**src/rimb_pkg.sv**
```systemverilog
package rimb_pkg;
    // register offsets on the internal register port
    localparam logic [7:0] TOP_EVENT_MASK_TWO_OFS = 8'h21;
    localparam logic [7:0] BUCK_EVENT_MASK_OFS = 8'h22;
    localparam logic [7:0] LINEAR_REG_EVENT_MASK_OFS = 8'h23;
    // reset values
    localparam logic [7:0] TOP_EVENT_MASK_TWO_RST = 8'h01;
    localparam logic [7:0] RAIL_EVENT_MASK_RST = 8'hDD;
    // writable bits of each register
    localparam logic [7:0] TOP_WRITABLE = 8'hFE;
    localparam logic [7:0] RAIL_WRITABLE = 8'hDD;
    // register-reset gate position
    localparam int REG_RESET_GATE_BIT = 0;
    // per-rail field positions inside a nibble; second rail of a register sits 4 higher
    localparam int RAIL_NIBBLE_STRIDE = 4;
    localparam int PWROK_FALL_GATE_POS = 3;
    localparam int PWROK_RISE_GATE_POS = 2;
    localparam int OVERCURRENT_GATE_POS = 0;
    // rail order: conv0, conv1, lin0, lin1
    localparam int RAIL_COUNT = 4;
    localparam int RAILS_PER_REG = 2;

    typedef struct packed {
        logic pwrokRaw;        // 1 = output invalid
        logic overcurrentRaw;  // 1 = current limit active
    } rimb_rail_stat_t;

    typedef struct packed {
        logic pwrokFlag;       // set pulse for the power-good flag
        logic overcurrentFlag; // set pulse for the current-limit flag
    } rimb_rail_evt_t;
endpackage

```
**src/rimb_mask_bank.sv**
```systemverilog
`timescale 1ns/100ps
`default_nettype none
// How it works
// RQ1: top mask bit 0 suppresses register-reset flag when 1, defaults 1.
// RQ2: host writes to that bit are ignored; it reloads from OTP on reset.
// RQ3: mask 0 lets an interrupt be raised, mask 1 blocks it.
// RQ4: buck bit 7 gates conv1 power-good valid-to-invalid event, default 1.
// RQ5: buck bit 6 gates conv1 power-good invalid-to-valid event, default 1.
// RQ6: buck bit 4 gates conv1 current-limit event, default 1.
// RQ7: buck bit 3 gates conv0 power-good transition to invalid.
// RQ8: buck bit 2 gates conv0 power-good transition to valid.
// RQ9: buck bit 0 gates conv0 current-limit event.
// RQ10: masks gate only flag setting; raw status stays live.
// RQ11: buck bits 5,1 read 0; top bits 7:1 writable, default 0.
// RQ12: linear mask at 0x23 uses the same layout for lin1 and lin0.
// RQ13: linear power-good gates act per direction, default 1, raw untouched.
// RQ14: masked events never set flags, not even after later unmasking.
module rimb_mask_bank (
    // clock and reset
    input wire logic clk,
    input wire logic sys_rst,
    input wire logic clkEn,
    // register port
    input wire logic [7:0] regAddr,
    input wire logic regWrEn,
    input wire logic [7:0] regWrData,
    input wire logic regRdEn,
    output logic [7:0] regRdData,
    // OTP reload of the register-reset gate
    input wire logic otpResetMask,
    input wire logic regResetEvent,
    output logic regResetFlagSet,
    // rail status in, rail raw status and flag set pulses out
    input wire rimb_pkg::rimb_rail_stat_t [rimb_pkg::RAIL_COUNT-1:0] railStat,
    output rimb_pkg::rimb_rail_stat_t [rimb_pkg::RAIL_COUNT-1:0] railRaw,
    output rimb_pkg::rimb_rail_evt_t [rimb_pkg::RAIL_COUNT-1:0] railEvt
);
    import rimb_pkg::*;

    // mask registers and the pending OTP reload
    logic [7:0] topMask_reg, topMask_next;
    logic [7:0] buckMask_reg, buckMask_next;
    logic [7:0] linMask_reg, linMask_next;
    logic reloadPending_reg, reloadPending_next;
    // read data, register-reset flag pulse, rail sampling primed
    logic [7:0] rdData_reg, rdData_next;
    logic regResetFlag_reg, regResetFlag_next;
    logic primed_reg, primed_next;
    // per-rail outputs gathered from the generate loop
    wire rimb_rail_stat_t [RAIL_COUNT-1:0] rawBus;
    wire rimb_rail_evt_t [RAIL_COUNT-1:0] evtBus;

    // mask registers: next values
    always_comb begin
        topMask_next = topMask_reg;
        buckMask_next = buckMask_reg;
        linMask_next = linMask_reg;
        reloadPending_next = reloadPending_reg;
        if (regWrEn) begin
            case (regAddr)
                TOP_EVENT_MASK_TWO_OFS: begin
                    // gate bit kept, a write there would be undone by the next reload
                    topMask_next = (regWrData & TOP_WRITABLE) |
                        (topMask_reg & ~TOP_WRITABLE); // RQ2 RQ11
                end
                BUCK_EVENT_MASK_OFS: begin
                    buckMask_next = regWrData & RAIL_WRITABLE; // RQ11
                end
                LINEAR_REG_EVENT_MASK_OFS: begin
                    linMask_next = regWrData & RAIL_WRITABLE; // RQ12
                end
                default: begin
                    // unmapped writes are dropped
                end
            endcase
        end
        // OTP is sampled after reset release, never inside the async reset
        if (reloadPending_reg) begin
            topMask_next[REG_RESET_GATE_BIT] = otpResetMask; // RQ2
            reloadPending_next = 1'b0;
        end
        if (regResetEvent) begin
            reloadPending_next = 1'b1; // RQ2
        end
    end

    // mask registers: state
    always_ff @(posedge clk or posedge sys_rst) begin
        if (sys_rst) begin
            topMask_reg <= TOP_EVENT_MASK_TWO_RST; // RQ1 RQ11
            buckMask_reg <= RAIL_EVENT_MASK_RST;
            linMask_reg <= RAIL_EVENT_MASK_RST; // RQ13
            reloadPending_reg <= 1'b1;
        end else if (clkEn) begin
            topMask_reg <= topMask_next;
            buckMask_reg <= buckMask_next;
            linMask_reg <= linMask_next;
            reloadPending_reg <= reloadPending_next;
        end
    end

    // reserved bits are zero in storage and masked again on read
    always_comb begin
        rdData_next = rdData_reg;
        if (regRdEn) begin
            case (regAddr)
                TOP_EVENT_MASK_TWO_OFS: begin
                    rdData_next = topMask_reg;
                end
                BUCK_EVENT_MASK_OFS: begin
                    rdData_next = buckMask_reg & RAIL_WRITABLE; // RQ11
                end
                LINEAR_REG_EVENT_MASK_OFS: begin
                    rdData_next = linMask_reg & RAIL_WRITABLE; // RQ11
                end
                default: begin
                    // unmapped reads return zero
                    rdData_next = 8'h00;
                end
            endcase
        end
    end

    // read data stands until the next read
    always_ff @(posedge clk or posedge sys_rst) begin
        if (sys_rst) begin
            rdData_reg <= 8'h00;
        end else if (clkEn) begin
            rdData_reg <= rdData_next;
        end
    end

    // gate read in the event cycle only, so a later unmask raises nothing
    always_comb begin
        regResetFlag_next = regResetEvent &
            ~topMask_reg[REG_RESET_GATE_BIT]; // RQ1 RQ3 RQ14
    end

    // pulse lasts one cycle; clkEn low stretches it
    always_ff @(posedge clk or posedge sys_rst) begin
        if (sys_rst) begin
            regResetFlag_reg <= 1'b0;
        end else if (clkEn) begin
            regResetFlag_reg <= regResetFlag_next;
        end
    end

    // first enabled edge after reset only loads history, so no false edges
    always_comb begin
        primed_next = 1'b1;
    end

    always_ff @(posedge clk or posedge sys_rst) begin
        if (sys_rst) begin
            primed_reg <= 1'b0;
        end else if (clkEn) begin
            primed_reg <= primed_next;
        end
    end

    // one detector per rail; flags themselves live outside, only set pulses leave
    // limitation: a status change shorter than one clock is not seen
    for (genvar r = 0; r < RAIL_COUNT; r++) begin : g_rail
        localparam int BASE = (r % RAILS_PER_REG) * RAIL_NIBBLE_STRIDE;
        rimb_rail_stat_t prev_reg, prev_next;
        rimb_rail_stat_t raw_reg, raw_next;
        rimb_rail_evt_t evt_reg, evt_next;
        logic [7:0] maskByte;
        logic fallGate;
        logic riseGate;
        logic ocGate;
        logic goesInvalid;
        logic goesValid;
        logic ocStarts;

        // conv rails take the buck register, lin rails the linear one
        assign maskByte = (r < RAILS_PER_REG) ? buckMask_reg : linMask_reg; // RQ12 RQ13
        assign fallGate = maskByte[BASE + PWROK_FALL_GATE_POS]; // RQ4 RQ7
        assign riseGate = maskByte[BASE + PWROK_RISE_GATE_POS]; // RQ5 RQ8
        assign ocGate = maskByte[BASE + OVERCURRENT_GATE_POS]; // RQ6 RQ9

        // pwrokRaw 0 to 1 is the fall to invalid, 1 to 0 the rise back to valid
        assign goesInvalid = railStat[r].pwrokRaw & ~prev_reg.pwrokRaw;
        assign goesValid = ~railStat[r].pwrokRaw & prev_reg.pwrokRaw;
        assign ocStarts = railStat[r].overcurrentRaw & ~prev_reg.overcurrentRaw;

        always_comb begin
            prev_next = railStat[r];
            // raw status is never masked
            raw_next = railStat[r]; // RQ10
            evt_next.pwrokFlag = primed_reg &
                ((goesInvalid & ~fallGate) | (goesValid & ~riseGate)); // RQ3 RQ14
            evt_next.overcurrentFlag = primed_reg & ocStarts & ~ocGate; // RQ3 RQ14
        end

        // history resets to all valid, no current limit
        always_ff @(posedge clk or posedge sys_rst) begin
            if (sys_rst) begin
                prev_reg <= '0;
                raw_reg <= '0;
                evt_reg <= '0;
            end else if (clkEn) begin
                prev_reg <= prev_next;
                raw_reg <= raw_next;
                evt_reg <= evt_next;
            end
        end

        assign rawBus[r] = raw_reg;
        assign evtBus[r] = evt_reg;
    end

    assign regRdData = rdData_reg;
    assign regResetFlagSet = regResetFlag_reg;
    assign railRaw = rawBus;
    assign railEvt = evtBus;
endmodule
`default_nettype wire

```
**config.mk**
```make
export PLATFORM = sky130hd
export DESIGN_NAME = rimb_mask_bank
export DESIGN_NICKNAME = d
export VERILOG_FILES = /design/src/rimb_pkg.sv /design/src/rimb_mask_bank.sv
export SDC_FILE = /design/constraint.sdc
export NUM_CORES = 1
export LEC_CHECK = 0
export BUFFER_PORTS_ARGS = -buffer_cell sky130_fd_sc_hd__buf_2
export CAP_MARGIN = 0
export CORE_ASPECT_RATIO = 1.5
export CORE_UTILIZATION = 49
export CTS_CLUSTER_DIAMETER = 100
export DETAILED_ROUTE_END_ITERATION = 8
export GPL_TIMING_DRIVEN = 0
export MAX_ROUTING_LAYER = met4
export PLACE_DENSITY = 0.75
export SLEW_MARGIN = 30
export SYNTH_ARGS = -nofsm -noshare
export SYNTH_HDL_FRONTEND = slang
export SYNTH_SLANG_ARGS = --single-unit
```
**constraint.sdc**
```tcl
create_clock -name clk -period 3.9 [get_ports clk]
set_clock_uncertainty 0.2 [all_clocks]
set_input_delay 0.195 -clock clk [delete_from_list [all_inputs] [get_ports clk]]
set_output_delay 0.195 -clock clk [all_outputs]
set_load 0.05 [all_outputs]
```
## After elaboration in Yosys (flattened, before gate mapping)

Cells that the tools add are included.
Widths: inputs -> output; s select.

- Flip-flop bits (word level): 47
- Input port bits: 31
- Output and inout port bits: 25
- Word-level logic and storage cells: 102

- Equality and inequality tests: 3
- Muxes and demuxes: 5
- Bitwise operators: 63
- Reductions and logical operators: 7

Operator list:

| operator | count |
|---|---|
| $and 1x1->1 | 33 |
| $not 1->1 | 25 |
| $eq 8x6->1 const B | 3 |
| $pmux 8 s3 | 1 |
| $reduce_and 3->1 | 4 |
| $or 8x1->8 | 1 |
| $mux 1 | 4 |
| $or 1x1->1 | 4 |
| $reduce_bool 2->1 | 2 |
| $reduce_and 2->1 | 1 |

## Depth between registers and ports, before layout

- Depth in word-level cells: 5
- Gate-level depth with buffers: 5
- Depth with buffers taken out: 3

## Least setup slack after synthesis

OpenSTA, ideal clock, no wires.

- Kind: input-to-reg
- From: input regAddr[4]
- To: register topMask_reg[1]
- Data arrival time: 1.169 ns
- Required time: 3.575 ns
- Slack: 2.406 ns
- Cell stages on the path: 3
- Buffers on the path: 0
- Cell sequence: nor4b_4 -> nand3_4 -> mux2_2

- Longest elaborated chain between the ends: 2

RTL lines:

| element | line | RTL |
|---|---|---|
| start: declaration | rimb_mask_bank.sv:24 | `input wire logic [7:0] regAddr,` |
| $eq 8x6->1 | rimb_mask_bank.sv:60 | `case (regAddr)` |
| $reduce_and 3->1 (no line) | n/a |  |
| end signal: assignment | rimb_mask_bank.sv:95 | `topMask_reg <= topMask_next;` |
| end: declaration | rimb_mask_bank.sv:41 | `logic [7:0] topMask_reg, topMask_next;` |

No other way between the ends.
A chain may end at the register's enable or synchronous reset.

## Worst setup path after layout

- From: input regAddr[4]
- To: register rdData_reg[3] (netlist: regRdData[3])

- Longest elaborated chain between the ends: 2
- Elaborated cells between the ends (all ways): 4

RTL lines:

| element | line | RTL |
|---|---|---|
| $eq 8x6->1 | rimb_mask_bank.sv:106 | `case (regAddr)` |
| $pmux 8 s3 * | rimb_mask_bank.sv:106 |  |
| end signal: assignment | rimb_mask_bank.sv:129 | `rdData_reg <= rdData_next;` |
| end: declaration | rimb_mask_bank.sv:46 | `logic [7:0] rdData_reg, rdData_next;` |

Every way passes the cells marked *; elsewhere a longest branch is shown, timed or not.

==> results.ini <==
[outcome]
outcome = finished clean

[logic_synthesis]
synth_fa_ha_area_share_pct = 0
ys_top_cells_by_area = dfrtp_1 40%, mux2_2 19%, dfstp_2 18%
synth_edf_count = 0
ys.flop_type = dfrtp_1
synthSimpleGateAreaFrac_pct = 12.4
synth_xor_area_share_pct = 0
synth_area_per_cell_um2 = 13.3
synth_compound_area_share_pct = 9.52
synth_top_area_share_pct = 40.0
syn_inst = 155
yosysMostFrequentCell = mux2_2
ys_ff_latch = 47
synth.cell_area_mm2 = 0.00206
synth_top_cells_by_count = 34 x mux2_2, 33 x dfrtp_1, 14 x dfstp_2, 14 x nand2_1, 9 x o21ai_0
netlist-cell-type-count = 30
synth_top_family_by_area = multiplexers
synth_top_area_cell = dfrtp_1
synth_seq_area_share_pct = 57.8
yosysWarnings = 0
syn_nets = 186
async_flop_share_pct = 100
synth_mux_area_share_pct = 18.5

[cts]
cts_setup_buffers = 0
cts_buffers = 5
clk_pin_slew_worst_paths_ns = 0.09
tritoncts = built
clock_path_buffers = 2
root_buffer = clkbuf_8
htree_levels = 2
clock_sinks = 47
clkLatencyLatePin_ns = 0.30

[floorplan]
io_pins = 56
dieArea_mm2 = 0.00448
rows = 28
die_w_um = 55
die_h_um = 81.5
core-area_mm2 = 0.00399
start_util_pct = 51.7

[worst_setup_path]
startpoint_type = primary input
slowest_stage = nor4b_4
crit_path_end_kind = flop
crit_required_ns = 3.91
critPathMaxStageDelay_ns = 0.54
worstSetupPathType = in -> reg
path_cells = buf_2, nor4b_4, o2111ai_1, o21ai_0
critical_path.max_fanout = 6
arrival_ns = 1.49

[drt]
drt-total-wl_um = 4430
dr.pass1.iters = 4
via_per_inst = 5.43
ant_nets = 0
drtIter0Drc = 23
route.vias.total = 1519
drc = 0
wl_per_cell_um = 15.8

[layout]
fillCellCount = 305
layout-drive-gt1-share_pct = 50.6
finalNetCount = 265
area_delta_synth_final_pct = 31.2
final_area_mm2 = 0.00271
diodes = 0

[sta]
setup_viol = 0
grt_setup_unrepaired = false
finalCritPeriodShare_pct = 38.0
max-slew-margin-rel_pct = 63.0
max_freq_mhz = 675
hold_violations = 0
fin_ws_ns = 2.42
tightest_slew_ns = 0.552
slew_viol_final = 0
setup_tns_ns = 0
fin_crit_ns = 1.48

[grt]
grt_pass1_vias = 1621
grt_use_total_pct = 23.8
grt_max_degree = 28
antenna_found_initial = 0
overflow = 0
grt_first_pass_wirelength_um = 7400

[placement]
io_buffers = 52
placed_area_mm2 = 0.00240
hpwl_um = 3300
place_congestion = 0.801
dp_slack_ns = 2.06

[power_and_ir_drop]
power_per_cell_area_mw_per_mm2 = 407
ir_drop_uv = 484
p_leak_nw = 1.26

[flow_run]
drv_cap = 0

[min_path]
hold_path.class = in -> reg

[path summary, 6_finish.rpt]
| kind | startpoint | end | slack, ns | cells past startpoint |
|---|---|---|---|---|
| max in group asynchronous | sys_rst | reloadPending_reg | 2.67 | 4 |
| setup / recovery | regAddr[4] | regRdData[3] | 2.42 | 4 |
| hold / removal | regAddr[2] | regRdData[5] | 0.06 | 4 |
| min in group asynchronous | sys_rst | regRdData[7] | 0.26 | 3 |
| hold reg to reg | railEvt[3] | railEvt[3] | 0.29 | 1 |
| setup reg to reg | primed_reg | railEvt[4] | 2.60 | 3 |
[cell type report]
class                      instances  area [um2]  area share, %
clock buffer                       6        82.6           3.05
inverter                           3        11.3          0.416
sequential                        47        1190           44.1
buffer                             5        25.0          0.924
tap                               45        56.3           2.08
multi-input combinational        100         835           30.8
clock inverter                     2        35.0           1.29
timing repair buffer              72         470           17.4
[report_power, final]
group	internal, mW	switching, mW	leakage [nW]
logic	0.0702	0.126	0.628
clock network	0.207	0.158	0.0612
registers	0.520	0.0191	0.571
[stage by stage]
step	instances	utilization (%)	hold slack, ns	total power, mW
5_1_grt	280	67.8	0.0799	1.14
4_1_cts	280	67.8	0.0607	1.11
6_report	280	67.8	0.0608	1.10
3_3_place_gp	252	59.6	0.230	0.722
3_5_place_dp	253	60.1	0.0304	0.731
2_1_floorplan	155	-	0.128	0.672
[worst max-delay path, delay by kind of cell]
kind,cells,cell delay [ns]
compound gates,2,0.64
buf+inv,1,0.11
simple gates,1,0.54
[cell usage in the layout (no fill, tap or decap), drive strengths merged]
cell type / count
a21o: 1
a21oi: 4
a22o: 1
a22oi: 6
and2: 1
and4bb: 1
buf: 57
bufinv: 1
clkbuf: 7
clkinv: 2
dfrtp: 33
dfstp: 14
dlygate4sd3: 19
inv: 2
mux2: 34
nand2: 14
nand3: 3
nand4: 1
nand4b: 2
nor2: 5
nor2b: 2
nor3: 1
nor3b: 4
nor4b: 2
o2111ai: 1
o21ai: 9
o2bb2ai: 7
or2: 1
[logic make-up (layout without fill, tap and decap cells)]
logic type | Yosys count | in the layout
mux | 34 | 34
compound gates | 29 | 29
simple gates | 37 | 37
buf+inv | 8 | 88
flops | 47 | 47
[layer usage]
metal / wire [um] / track usage, %
met5: 0 / -
met4: 78 / 8.75
met3: 194 / 3.52
met2: 2370 / 40.2
met1: 1790 / 27.9
[repair_timing]
item,in CTS,in global routing
hold buffers,19,0
gates resized for setup,0,0
endpoints found under the hold margin,49,0
(Power assumes the default switching activity.)
